==> config.mk <==
export PLATFORM = sky130hd
export DESIGN_NAME = zts_status_inputs
export DESIGN_NICKNAME = d
export VERILOG_FILES = /design/src/zts_pkg.sv /design/src/zts_status_inputs.sv
export SDC_FILE = /design/constraint.sdc
export NUM_CORES = 1
export LEC_CHECK = 0
export BUFFER_PORTS_ARGS = -buffer_cell sky130_fd_sc_hd__buf_2
export CORE_ASPECT_RATIO = 1.5
export CORE_MARGIN = 2
export CORE_UTILIZATION = 50
export CTS_CLUSTER_DIAMETER = 40
export DETAILED_ROUTE_END_ITERATION = 8
export GPL_TIMING_DRIVEN = 0
export PLACE_DENSITY_LB_ADDON = 0.25
export SYNTH_ARGS = -nofsm -noshare
export SYNTH_HDL_FRONTEND = slang
export SYNTH_SLANG_ARGS = --single-unit
==> constraint.sdc <==
create_clock -name mclk -period 3.2 [get_ports mclk]
set_input_delay 0.8 -clock mclk [delete_from_list [all_inputs] [get_ports mclk]]
set_output_delay 0.8 -clock mclk [all_outputs]
set_load 0.02 [all_outputs]
==> src/zts_pkg.sv <==
/*
 * zts_pkg: constants, register offsets, field positions and carrier types
 * for the zone tracking status input image.
 * assumes: a single 250 MHz clock domain in the module that imports it.
 */
`default_nettype none

package zts_pkg;

    localparam int unsigned ZTS_WORD_W = 16;
    localparam int unsigned ZTS_ADDR_W = 8;

    typedef logic [ZTS_WORD_W-1:0] zts_word_t;
    typedef logic [ZTS_ADDR_W-1:0] zts_addr_t;

    // word offsets in the module address space
    localparam zts_addr_t ZTS_OFF_LINE_STOP  = 8'h13;
    localparam zts_addr_t ZTS_OFF_SENSOR     = 8'h23;
    localparam zts_addr_t ZTS_OFF_RESET_PROT = 8'h24;
    localparam zts_addr_t ZTS_OFF_UP_REL     = 8'h69;
    localparam zts_addr_t ZTS_OFF_UP_TRK1    = 8'h77;
    localparam zts_addr_t ZTS_OFF_UP_TRK2    = 8'h78;
    localparam zts_addr_t ZTS_OFF_REV_TRK1   = 8'h79;
    localparam zts_addr_t ZTS_OFF_REV_TRK2   = 8'h7a;
    localparam zts_addr_t ZTS_OFF_DN_REL     = 8'hb9;
    localparam zts_addr_t ZTS_OFF_DN_TRK1    = 8'hc7;
    localparam zts_addr_t ZTS_OFF_DN_TRK2    = 8'hc8;
    localparam zts_addr_t ZTS_OFF_FWD_TRK1   = 8'hc9;
    localparam zts_addr_t ZTS_OFF_FWD_TRK2   = 8'hca;

    // sensor port word: port i sits at bit i * stride
    localparam int unsigned ZTS_SP_PORTS     = 4;
    localparam int unsigned ZTS_SP_STRIDE    = 2;
    localparam int unsigned ZTS_SP_LEFT_AUX  = 0;
    localparam int unsigned ZTS_SP_RIGHT_AUX = 2;
    localparam int unsigned ZTS_SP_LEFT_SEN  = 4;
    localparam int unsigned ZTS_SP_RIGHT_SEN = 6;
    localparam int unsigned ZTS_SP_HEART     = 15;

    // line stop word
    localparam int unsigned ZTS_LS_GROUP     = 5;
    localparam int unsigned ZTS_LS_COMM      = 6;
    localparam int unsigned ZTS_LS_PLC_LOST  = 7;
    localparam int unsigned ZTS_LS_PLC_CMD   = 10;
    localparam zts_word_t   ZTS_LS_MASK      = 16'h04e0;
    localparam zts_word_t   ZTS_SP_MASK      = 16'h8055;

    localparam zts_word_t   ZTS_WORD_RST     = 16'h0000;

    // heartbeat timing
    localparam int unsigned ZTS_CLK_HZ       = 250_000_000;
    localparam int unsigned ZTS_HB_HALF_SEC  = 2;
    localparam int unsigned ZTS_HB_HALF_CYC  = ZTS_HB_HALF_SEC * ZTS_CLK_HZ;
    localparam int unsigned ZTS_HB_CNT_W     = 32;

    typedef struct packed {
        zts_word_t word1;
        zts_word_t word2;
    } zts_trk_t;

    // bit 0 left aux, 1 right aux, 2 left sensor, 3 right sensor
    typedef logic [ZTS_SP_PORTS-1:0] zts_ports_t;

    typedef struct packed {
        logic plcStopCmd;
        logic plcLost;
        logic commLost;
        logic groupStop;
    } zts_stop_t;

    typedef struct packed {
        logic      en;
        zts_addr_t addr;
    } zts_rd_t;

    typedef struct packed {
        logic      en;
        zts_addr_t addr;
        zts_word_t data;
    } zts_wr_t;

    typedef enum logic [1:0] {
        ZTS_HB_HIGH = 2'b01,
        ZTS_HB_LOW  = 2'b10
    } zts_hb_t;

endpackage

`default_nettype wire

==> src/zts_status_inputs.sv <==
/*
 * zts_status_inputs: read-only input image of a conveyor zone controller,
 * tracking words, release mirrors, hand-off tracking, sensor port bits
 * with heartbeat, and line stop cause flags, behind a word read port.
 * assumes: zone logic, auto-configuration and release output registers sit
 * outside and present levels and pulses synchronous to mclk.
 */
// How it works
// - an upstream carton accumulated and stopped shows its two tracking words
// - a downstream carton accumulated and stopped shows its two tracking words
// - each zone's release output value is copied into a readable mirror
// - a forward discharge to unmanaged conveyor loads the forward words
// - a reverse discharge to unmanaged conveyor loads the reverse words
// - left aux input sits at bit 0 and right aux input at bit 2
// - left sensor at bit 4, right sensor at bit 6, other bits reserved
// - bit 15 is a heartbeat, two seconds high then two seconds low
// - a sensor bit is 1 when blocked and 0 when clear, whatever polarity
// - the polarity applied comes from the first auto-configuration result
// - line stop bit 5 is a group stop, bit 6 a lost communication stop
// - line stop bit 7 is a lost controller link, bit 10 a commanded stop
// - line stop bits 0 to 4, 8, 9 and 11 to 15 are reserved
// - sensor and line stop words cannot be changed by external writes
// - the word after the sensor word carries only reset protection data
`timescale 1ns/1ps
`default_nettype none

module zts_status_inputs
    import zts_pkg::*;
#(
    parameter int unsigned HB_HALF_CYCLES = ZTS_HB_HALF_CYC
) (
    input  wire logic       mclk,
    input  wire logic       rst_b,
    input  wire zts_rd_t    rdReq,
    output var  zts_word_t  rdData,
    output var  logic       rdValid,
    output var  logic       rdMiss,
    input  wire zts_wr_t    wrReq,
    output var  logic       wrAck,
    input  wire logic       upAccum,
    input  wire zts_trk_t   upTrk,
    input  wire logic       dnAccum,
    input  wire zts_trk_t   dnTrk,
    input  wire zts_word_t  relUpCount,
    input  wire zts_word_t  relDnCount,
    input  wire logic       discharge,
    input  wire logic       unmanagedDis,
    input  wire logic       reverseDir,
    input  wire zts_trk_t   dischargeTrk,
    input  wire zts_ports_t sensorRaw,
    input  wire logic       autoCfgDone,
    input  wire zts_ports_t autoCfgInvert,
    input  wire zts_stop_t  stopCause,
    input  wire zts_word_t  resetProtWord
);

    zts_trk_t                upTrk_reg;
    zts_trk_t                dnTrk_reg;
    zts_trk_t                fwdTrk_reg;
    zts_trk_t                revTrk_reg;
    zts_word_t               relUp_reg;
    zts_word_t               relDn_reg;
    zts_word_t               resetProt_reg;
    zts_word_t               sensorWord_reg;
    zts_word_t               lineStop_reg;
    zts_ports_t              invert_reg;
    logic                    cfgSeen_reg;
    zts_hb_t                 hbState_reg;
    zts_hb_t                 hbState_next;
    logic [ZTS_HB_CNT_W-1:0] hbCount_reg;
    logic [ZTS_HB_CNT_W-1:0] hbCount_next;
    zts_word_t               rdData_reg;
    logic                    rdValid_reg;
    logic                    rdMiss_reg;
    logic                    wrAck_reg;

    // zone and hand-off capture
    wire logic     fwdLoad = discharge && unmanagedDis && !reverseDir;
    wire logic     revLoad = discharge && unmanagedDis && reverseDir;
    wire zts_trk_t upTrkNext = upAccum ? upTrk : '0;
    wire zts_trk_t dnTrkNext = dnAccum ? dnTrk : '0;

    always_ff @(posedge mclk or negedge rst_b) begin
        if (!rst_b) begin
            upTrk_reg  <= '0;
            dnTrk_reg  <= '0;
            fwdTrk_reg <= '0;
            revTrk_reg <= '0;
        end else begin
            upTrk_reg <= upTrkNext;
            dnTrk_reg <= dnTrkNext;
            if (fwdLoad) begin
                fwdTrk_reg <= dischargeTrk;
            end
            if (revLoad) begin
                revTrk_reg <= dischargeTrk;
            end
        end
    end

    // mirrors follow the release registers one cycle late
    always_ff @(posedge mclk or negedge rst_b) begin
        if (!rst_b) begin
            relUp_reg     <= ZTS_WORD_RST;
            relDn_reg     <= ZTS_WORD_RST;
            resetProt_reg <= ZTS_WORD_RST;
        end else begin
            relUp_reg     <= relUpCount;
            relDn_reg     <= relDnCount;
            resetProt_reg <= resetProtWord;
        end
    end

    // polarity taken once; later configuration pulses are ignored
    always_ff @(posedge mclk or negedge rst_b) begin
        if (!rst_b) begin
            invert_reg  <= '0;
            cfgSeen_reg <= 1'b0;
        end else if (autoCfgDone && !cfgSeen_reg) begin
            invert_reg  <= autoCfgInvert;
            cfgSeen_reg <= 1'b1;
        end
    end

    // heartbeat, one phase per half period
    wire logic hbWrap = hbCount_reg == ZTS_HB_CNT_W'(HB_HALF_CYCLES - 1);

    always_comb begin
        hbCount_next = hbCount_reg + ZTS_HB_CNT_W'(1);
        hbState_next = hbState_reg;
        if (hbWrap) begin
            hbCount_next = '0;
            unique case (hbState_reg)
                ZTS_HB_HIGH: hbState_next = ZTS_HB_LOW;
                ZTS_HB_LOW:  hbState_next = ZTS_HB_HIGH;
                default:     hbState_next = ZTS_HB_HIGH;
            endcase
        end
    end

    always_ff @(posedge mclk or negedge rst_b) begin
        if (!rst_b) begin
            hbCount_reg <= '0;
            hbState_reg <= ZTS_HB_HIGH;
        end else begin
            hbCount_reg <= hbCount_next;
            hbState_reg <= hbState_next;
        end
    end

    // sensor word, unused bits stay zero
    wire zts_word_t sensorNext;

    assign sensorNext[ZTS_SP_HEART] = hbState_reg == ZTS_HB_HIGH;

    genvar gi;
    generate
        for (gi = 0; gi < ZTS_SP_PORTS; gi++) begin : g_port
            assign sensorNext[gi*ZTS_SP_STRIDE] =
                sensorRaw[gi] ^ invert_reg[gi];
            assign sensorNext[gi*ZTS_SP_STRIDE+1] = 1'b0;
        end
    endgenerate

    assign sensorNext[ZTS_SP_HEART-1:ZTS_SP_PORTS*ZTS_SP_STRIDE] = '0;

    // line stop word, reserved bits tied low
    wire zts_word_t lineStopNext =
        ({15'h0000, stopCause.groupStop}  << ZTS_LS_GROUP)    |
        ({15'h0000, stopCause.commLost}   << ZTS_LS_COMM)     |
        ({15'h0000, stopCause.plcLost}    << ZTS_LS_PLC_LOST) |
        ({15'h0000, stopCause.plcStopCmd} << ZTS_LS_PLC_CMD);

    always_ff @(posedge mclk or negedge rst_b) begin
        if (!rst_b) begin
            sensorWord_reg <= ZTS_WORD_RST;
            lineStop_reg   <= ZTS_WORD_RST;
        end else begin
            sensorWord_reg <= sensorNext;
            lineStop_reg   <= lineStopNext & ZTS_LS_MASK;
        end
    end

    // read decode
    wire logic hitLs   = rdReq.addr == ZTS_OFF_LINE_STOP;
    wire logic hitSp   = rdReq.addr == ZTS_OFF_SENSOR;
    wire logic hitRp   = rdReq.addr == ZTS_OFF_RESET_PROT;
    wire logic hitUr   = rdReq.addr == ZTS_OFF_UP_REL;
    wire logic hitU1   = rdReq.addr == ZTS_OFF_UP_TRK1;
    wire logic hitU2   = rdReq.addr == ZTS_OFF_UP_TRK2;
    wire logic hitR1   = rdReq.addr == ZTS_OFF_REV_TRK1;
    wire logic hitR2   = rdReq.addr == ZTS_OFF_REV_TRK2;
    wire logic hitDr   = rdReq.addr == ZTS_OFF_DN_REL;
    wire logic hitD1   = rdReq.addr == ZTS_OFF_DN_TRK1;
    wire logic hitD2   = rdReq.addr == ZTS_OFF_DN_TRK2;
    wire logic hitF1   = rdReq.addr == ZTS_OFF_FWD_TRK1;
    wire logic hitF2   = rdReq.addr == ZTS_OFF_FWD_TRK2;
    wire logic rdHit   = hitLs | hitSp | hitRp | hitUr | hitU1 | hitU2 |
                         hitR1 | hitR2 | hitDr | hitD1 | hitD2 | hitF1 |
                         hitF2;

    wire zts_word_t rdSel =
        ({ZTS_WORD_W{hitLs}} & lineStop_reg)     |
        ({ZTS_WORD_W{hitSp}} & sensorWord_reg)   |
        ({ZTS_WORD_W{hitRp}} & resetProt_reg)    |
        ({ZTS_WORD_W{hitUr}} & relUp_reg)        |
        ({ZTS_WORD_W{hitU1}} & upTrk_reg.word1)  |
        ({ZTS_WORD_W{hitU2}} & upTrk_reg.word2)  |
        ({ZTS_WORD_W{hitR1}} & revTrk_reg.word1) |
        ({ZTS_WORD_W{hitR2}} & revTrk_reg.word2) |
        ({ZTS_WORD_W{hitDr}} & relDn_reg)        |
        ({ZTS_WORD_W{hitD1}} & dnTrk_reg.word1)  |
        ({ZTS_WORD_W{hitD2}} & dnTrk_reg.word2)  |
        ({ZTS_WORD_W{hitF1}} & fwdTrk_reg.word1) |
        ({ZTS_WORD_W{hitF2}} & fwdTrk_reg.word2);

    // writes are acknowledged but land nowhere: the image is input only
    always_ff @(posedge mclk or negedge rst_b) begin
        if (!rst_b) begin
            rdData_reg  <= ZTS_WORD_RST;
            rdValid_reg <= 1'b0;
            rdMiss_reg  <= 1'b0;
            wrAck_reg   <= 1'b0;
        end else begin
            rdData_reg  <= rdReq.en ? rdSel : ZTS_WORD_RST;
            rdValid_reg <= rdReq.en;
            rdMiss_reg  <= rdReq.en && !rdHit;
            wrAck_reg   <= wrReq.en;
        end
    end

    assign rdData  = rdData_reg;
    assign rdValid = rdValid_reg;
    assign rdMiss  = rdMiss_reg;
    assign wrAck   = wrAck_reg;
endmodule

`default_nettype wire

# After elaboration in Yosys (flattened, before gate mapping)
# Index checks and enable logic that the tools add are counted.
# W data, S select, Z words.
[op_classes]
addsub = 1
n_eq_ne = 15
n_mux = 5
bitwise = 44
n_reduce_logical = 8
[ops]
columns = ["op", "count"]
rows = [
  ["$and A16 B16 Y16", 12],
  ["$or A16 B16 Y16", 12],
  ["$mux W32", 3],
  ["$eq A8 B7 Y1 const B", 5],
  ["$eq A8 B8 Y1 const B", 5],
  ["$add A32 B1 Y32 const B", 1],
  ["$eq A32 B29 Y1 const B", 1],
  ["$and A16 B11 Y16", 1],
  ["$eq A8 B6 Y1 const B", 2],
  ["$mux W16", 1],
  ["$or A1 B1 Y1", 12],
  ["$or A8 B11 Y11", 1],
  ["$eq A8 B5 Y1 const B", 1],
  ["$or A7 B8 Y8", 1],
  ["$or A6 B7 Y7", 1],
  ["$logic_and A1 B1 Y1", 5],
  ["$xor A1 B1 Y1", 4],
  ["$logic_not A1 Y1", 3],
  ["$eq A2 B1 Y1 const B", 1],
  ["$mux W2", 1],
]
[word_totals]
ff_bits = 243
input_bits = 198
output_inout_bits = 19
wordCells = 94

# Logic depth before layout (Yosys ltp)
# Gate-level depths: netlist of run 1.
[depth]
word_depth = 15
depth_mapped = 8
depth_no_buf = 6

# Worst setup path before layout of run 1
# No wires, ideal clock.
[synth_timing]
path_kind = "input-to-reg"
start = "input rdReq[4] (netlist name)"
end = "register rdData_reg[12] (netlist: rdData[12])"
setup_ps = 65
t_arrival_ps = 2200
required_time_ps = 3135
path_slack_ps = 935
cell_stages = 6
path_buffers = 1
path_cell_list = "or4b_1 -> nor4b_4 -> buf_4 -> a32oi_1 -> o221ai_1 -> o21a_1"
[synth_via]
elab_chain_cells = 15
elab_cells_between_ends = 39
classes_between = "eq/ne (13); mux (1); bitwise (25)"
[synth_rtl]
columns = ["element", "line_no", "source"]
rows = [
  ["start: declaration", "zts_status_inputs.sv:34", "input wire zts_rd_t rdReq,"],
  ["$eq A8 B5 Y1 or $eq A8 B6 Y1 (tied branches)", "zts_status_inputs.sv:185, zts_status_inputs.sv:186", ""],
  ["$and A16 B11 Y16 or $and A16 B16 Y16 (tied branches)", "zts_status_inputs.sv:203, zts_status_inputs.sv:204", ""],
  ["$or A16 B16 Y16", "zts_status_inputs.sv:203", "({ZTS_WORD_W{hitLs}} & lineStop_reg) |"],
  ["$or A16 B16 Y16", "zts_status_inputs.sv:204", "({ZTS_WORD_W{hitSp}} & sensorWord_reg) |"],
  ["$or A16 B16 Y16", "zts_status_inputs.sv:205", "({ZTS_WORD_W{hitRp}} & resetProt_reg) |"],
  ["$or A16 B16 Y16", "zts_status_inputs.sv:206", "({ZTS_WORD_W{hitUr}} & relUp_reg) |"],
  ["$or A16 B16 Y16", "zts_status_inputs.sv:207", "({ZTS_WORD_W{hitU1}} & upTrk_reg.word1) |"],
  ["$or A16 B16 Y16", "zts_status_inputs.sv:208", "({ZTS_WORD_W{hitU2}} & upTrk_reg.word2) |"],
  ["$or A16 B16 Y16", "zts_status_inputs.sv:209", "({ZTS_WORD_W{hitR1}} & revTrk_reg.word1) |"],
  ["$or A16 B16 Y16", "zts_status_inputs.sv:210", "({ZTS_WORD_W{hitR2}} & revTrk_reg.word2) |"],
  ["$or A16 B16 Y16", "zts_status_inputs.sv:211", "({ZTS_WORD_W{hitDr}} & relDn_reg) |"],
  ["$or A16 B16 Y16", "zts_status_inputs.sv:212", "({ZTS_WORD_W{hitD1}} & dnTrk_reg.word1) |"],
  ["$or A16 B16 Y16", "zts_status_inputs.sv:213", "({ZTS_WORD_W{hitD2}} & dnTrk_reg.word2) |"],
  ["$or A16 B16 Y16 *", "zts_status_inputs.sv:214", "({ZTS_WORD_W{hitF1}} & fwdTrk_reg.word1) |"],
  ["$mux W16 *", "zts_status_inputs.sv:225", "rdData_reg <= rdReq.en ? rdSel : ZTS_WORD_RST;"],
  ["end signal: assignment", "zts_status_inputs.sv:225", ""],
  ["end: declaration", "zts_status_inputs.sv:72", "zts_word_t rdData_reg;"],
]
# Every way passes the cells marked *; elsewhere a longest branch is shown, timed or not.
# A chain may end at the register's enable or synchronous reset.

# Final worst setup path of run 1
[layout_timing]
start = "input rdReq[5] (netlist name)"
end = "register rdData_reg[13] (netlist: rdData[13])"
# The elaborated chain is that of the path after synthesis.

==> results of run 1 <==
-- cells in the final DEF, fill, tap and decap left out, types with 12 or more instances in the layout --
master,instances
dfrtp_1,242
buf_2,195
mux2_2,70
and2_1,68
nand2_1,37
nor2_1,37
clkbuf_1,35
a22oi_1,32
clkbuf_16,27
a21oi_1,23
xor2_1,22
nand3_1,18
a222oi_1,14
o21ai_0,12
a32oi_1,12
-- where the power goes --
group	switching, uW	total, uW	leakage (uW)	internal (uW)
combinational	290	569	0.00200	279
clock	1270	3470	0.000493	2200
sequential	116	3430	0.00302	3320
-- how the worst min path moves through the flow --
stage | start | end | depth (start not counted)
after floorplan | hbState_reg[1] | sensorWord_reg[15] | 1
after global placement | hbState_reg[1] | sensorWord_reg[15] | 1
after detailed placement | hbState_reg[1] | sensorWord_reg[15] | 1
after CTS | stopCause[1] | lineStop_reg[6] | 1
after global routing | relDnCount[14] | relDn_reg[14] | 1
final | rst_b | rdValid | 1
-- per-stage QoR --
step	instance area, um^2	std cells	util [%]	power, uW
floorplan	9740	759	-	3740
global placement	11000	1205	57.4	4030
detailed placement	11000	1206	57.6	4050
CTS	12100	1255	62.9	7510
global route	12100	1256	62.9	7730
finish	12100	1256	62.9	7470
-- final cells by class --
class                   instances  area, um^2  area share, %
inverters                       6        22.5          0.187
flip-flops and latches        243        6080           50.4
repair buffers                191         988           8.20
plain buffers                  44         180           1.49
diodes                          1        2.50         0.0208
clock inverters                16         284           2.36
clock buffers                  33         728           6.04
well taps                     256         320           2.66
multi-input cells             466        3450           28.6
-- cell families after synthesis --
logic type / share of synthesized area (%)
mux: 8.56
xor+xnor: 2.79
buf+inv: 2.08
compound gates: 10.8
flops: 62.5
fa+ha+maj: 0.128
simple gates: 13.1
-- routing by layer --
layer | vias up | GRT usage, % | share of wire (%)
li1 | 3189 | - | -
met1 | 3539 | 32.7 | 37
met2 | 307 | 46.5 | 51
met3 | 66 | 6.27 | 8.0
met4 | 2 | 12.1 | 4.0
met5 | - | 0 | 0.025
==> impl_metrics.yaml, run 1 <==
worst_setup_path:
  path_max_fanout: 10
  required_ps: 3640
  critPathKind: "input port to register"
  crit_chain: "buf_2, clkbuf_1, and4b_1, clkbuf_1, clkbuf_1, nand2_1, a21oi_1, a31oi_1, o21ai_0"
  setup.worst_path.start: "rdReq[5]"
  arrival_ps: 3130
  start_kind: "input port"
  crit_cells: 9
  cpMostUsedCell: "clkbuf_1"
  worst-path-buf-inv: 4
  cp_slowest_cell: "clkbuf_1"
  reg2reg_from: "hbCount_reg[0]"
  r2r-end: "hbCount_reg[19]"
  r2r_setup_slack_ps: 870
  endpoint: "rdData[13]"
  reg2regPathDepth: 7
  critical-path-max-stage-delay_ps: 660
  crit_family: "buffers and inverters"
  worst_setup_path_end_kind: "register"
timing:
  fin_setup_tns_ps: 0
  rsz0062_at_grt: "no"
  worst_slack_ps: 507
  final.hold.worst_slack_ps: 322
  finalMaxSlewViolations: 0
  setup_viol: 0
  tightest_slew_ps: 963
  fin_crit_ps: 2690
  final.setup_skew_ps: 13.3
  fmax_mhz: 371
  relSlewSlack_pct: 35.8
  hold_viol_final: 0
  fin_crit_sh_pct: 84.1
job:
  max_cap_viol_count: 0
drt:
  wl_per_cell_um: 22.0
  wl_mm: 27.7
  drt_iter0_markers: 658
  drc: 0
  dr.pass1.iters: 6
  drtAntennaViolNets: 0
  via_per_inst: 5.66
  vias: 7103
pwr:
  power_density_mw_per_mm2: 619
  power_leakage_uw: 0.00552
  vdd_drop_max_uv: 401
logic_synthesis:
  synthTopCellsByArea: "dfrtp_1, mux2_2, and2_1, a22oi_1, xor2_1"
  synth_cell_type_count: 61
  yosysMostFrequentCell: "dfrtp_1"
  yosys-top-cells-count: "dfrtp_1, mux2_2, and2_1"
  synth_cells: 759
  avgSynthCellArea_um2: 12.8
  synth_top_area_share_pct: 62.2
  async_flop_share_pct: 100
  syn-num-nets: 958
  ys_ff_latch: 243
  synth_edf_count: 0
  synth_area_mm2: 0.00974
  ys_warn_count: 0
  synth_top_flop_cell: "dfrtp_1"
  synth.largest_area_cell: "dfrtp_1"
  ys_seq_area_share_pct: 62.5
global_routing:
  grt_overflow: 0
  grt_pass1_vias: 7383
  antenna_found_initial: 2
  grt_max_degree: 129
  grtUsageTotal_pct: 27.1
  grt_pass1_wl_mm: 42.2
floorplanning:
  dieArea_mm2: 0.0206
  row_count: 62
  initial_core_util_pct: 50.8
  coreArea_mm2: 0.0192
  die_h_um: 175
  ios: 217
  die_x_um: 118
place:
  portBuffers: 190
  pre_cts_ws_ps: 60.2
  place.gp.congestion: 0.895
  dp_hpwl_mm: 19.8
clocking:
  cts_hold_buf: 0
  cts_tree: "yes"
  cts_root_buf: "clkbuf_16"
  postCtsSetupRepairBufs: 0
  htreeDepth: 1
  clk_path_buf_depth: 3
  cts_resized: 0
  numCtsBuffers: 27
  clock-sinks: 243
  path_clk_slew_ps: 60
  clkLatencyLatePin_ps: 530
outcome:
  status: "completed"
final_layout:
  nNetsFinal: 1178
  area.growth.synth_to_final_pct: 23.9
  nFillCells: 1523
  drive_gt1_share_pct: 32.5
hold_path:
  hold_path.class: "input port to asynchronous set/reset pin"
Power figures use the tool's default switching activity.
==> run 2, diff against run 1 <==
Clock period 3.2 ns to 2.67 ns, I/O delays scaled along.
==> run 2 against run 1 <==
Hold slack lost 130 ps. Critical path depth fell by 1. Flip-flop and latch count unchanged. Final cell count is the same. Global-route usage stayed put. Register-to-register slack worse by 520 ps. Wire length hardly changed. Clock skew is 1.6 ps lower. Combinational power increased by 20%. Clock power increased by 20%. Via count decreased by 0.35%. Largest cell class unchanged. Largest power group unchanged. Highest routed layer unchanged.
==> impl_metrics.yaml, run 2 (synthesis results as in run 1) <==
drt:
  drt_iter0_markers: 687
  vias: 7078
  wl_per_cell_um: 22.0
  wl_mm: 27.7
  dr.pass1.iters: 5
  drc: 0
  drtAntennaViolNets: 0
  via_per_inst: 5.64
pwr:
  p_int_uw: 6950
  netSwitchingFraction_pct: 22.4
  vdd_drop_max_uv: 480
  combPwrFrac_pct: 7.6
  power_leakage_uw: 0.00552
  power_density_mw_per_mm2: 742
  power_uw: 8950
  seqPwrFrac_pct: 46.0
  pwr-share-clk_pct: 46.4
  p_sw_uw: 2010
clocking:
  cts_hold_buf: 0
  clk_path_buf_depth: 3
  path_clk_slew_ps: 60
  numCtsBuffers: 27
  cts_resized: 0
  cts_tree: "yes"
  cts_root_buf: "clkbuf_16"
  htreeDepth: 1
  clock-sinks: 243
  postCtsSetupRepairBufs: 0
  clkLatencyLatePin_ps: 530
global_routing:
  top_usage_layer: "met2"
  gr-usage-met1_pct: 32.7
  antenna_found_initial: 2
  grt_pass1_vias: 7383
  grt_overflow: 0
  use_met3_pct: 6.27
  grt_max_degree: 129
  grtUsageTotal_pct: 27.1
  met2_usage_pct: 46.5
  grt_pass1_wl_mm: 42.2
place:
  dp_hpwl_mm: 19.8
  portBuffers: 190
  pre_cts_ws_ps: -337
  place.gp.congestion: 0.895
worst_setup_path:
  required_ps: 3040
  cpMostUsedCell: "clkbuf_1"
  arrival_ps: 2790
  critical-path-max-stage-delay_ps: 510
  critPathKind: "input port to register"
  start_kind: "input port"
  crit_chain: "buf_2, clkbuf_1, and4b_1, clkbuf_1, a22oi_1, o22ai_1, a221oi_1, a31oi_1"
  cp_slowest_cell: "a221oi_1"
  worst_setup_path_end_kind: "register"
  path_max_fanout: 10
final_layout:
  final_cell_mix: "dfrtp_1, buf_2, mux2_2"
  drive_gt1_share_pct: 32.7
  nFillCells: 1522
  nNetsFinal: 1178
  final_common_cell: "dfrtp_1"
  area.growth.synth_to_final_pct: 23.9
  regArea_mm2: 0.00608
  multi_input_area_mm2: 0.00346
floorplanning:
  dieArea_mm2: 0.0206
  die_x_um: 118
  initial_core_util_pct: 50.8
  coreArea_mm2: 0.0192
  ios: 217
  row_count: 62
  die_h_um: 175
timing:
  rsz0062_at_grt: "no"
  setup_viol: 0
  fin_crit_sh_pct: 90.4
  hold_viol_final: 0
  fin_setup_tns_ps: 0
  worst_slack_ps: 256
  tightest_slew_ps: 973
  relSlewSlack_pct: 35.2
  fin_crit_ps: 2410
  fmax_mhz: 414
  final.setup_skew_ps: 11.6
  finalMaxSlewViolations: 0
job:
  max_cap_viol_count: 0
outcome:
  status: "completed"
hold_path:
  hold_path.class: "input port to asynchronous set/reset pin"
run 2: cell counts in the layout (fill, tap and decap cells not counted):
Identical to the previous run, type by type.
run 2: final timing paths:
| path | slack, ps | cells after the start | from | to |
|---|---|---|---|---|
| setup / recovery | 260 | 8 | rdReq[4] | rdData[6] |
| hold / removal | 190 | 1 | rst_b | rdValid |
| setup reg to reg | 350 | 7 | hbCount_reg[0] | hbCount_reg[19] |
| hold reg to reg | 470 | 1 | cfgSeen_reg | cfgSeen_reg |
| max in group asynchronous | 1350 | 2 | rst_b | relUp_reg[3] |
| min in group mclk | 240 | 1 | stopCause[1] | lineStop_reg[6] |
run 2: worst max-delay path: cells and delay by family:
family,cells,cell delay [ps]
compound gates,4,1170
buf+inv,3,620
simple gates,1,320
run 2: cell type report:
class / instances / share of cell area [%]
antenna: 1 / 0.0207
buffer: 44 / 1.50
clock buffer: 33 / 6.04
clock inverter: 16 / 2.35
inverter: 6 / 0.187
multi-input combinational: 466 / 28.6
sequential: 243 / 50.4
tap: 256 / 2.65
timing repair buffer: 191 / 8.19
run 2: metrics by stage:
| stage | area (um^2) | util, % | instances | hold WS, ps |
|---|---|---|---|---|
| after CTS | 12100 | 62.9 | 1255 | 225 |
| after floorplan | 9740 | - | 759 | 372 |
| after global routing | 12100 | 63.0 | 1256 | 220 |
| after detailed placement | 11000 | 57.6 | 1206 | 449 |
| after global placement | 11000 | 57.4 | 1205 | 449 |
| final | 12100 | 63.0 | 1256 | 190 |
run 2: power groups by stage:
stage / clock network (uW) / logic, uW / registers [uW]
final: 4160 / 682 / 4120
after floorplan: 0 / 345 / 4140
after global routing: 4380 / 746 / 4140
after detailed placement: 0 / 682 / 4180
after global placement: 0 / 662 / 4170
after CTS: 4200 / 687 / 4110
run 2: layer usage:
metal / wire length, um / vias up
li1: - / 3186
met1: 10200 / 3522
met2: 14000 / 300
met3: 2300 / 68
met4: 1180 / 2
met5: 7 / -
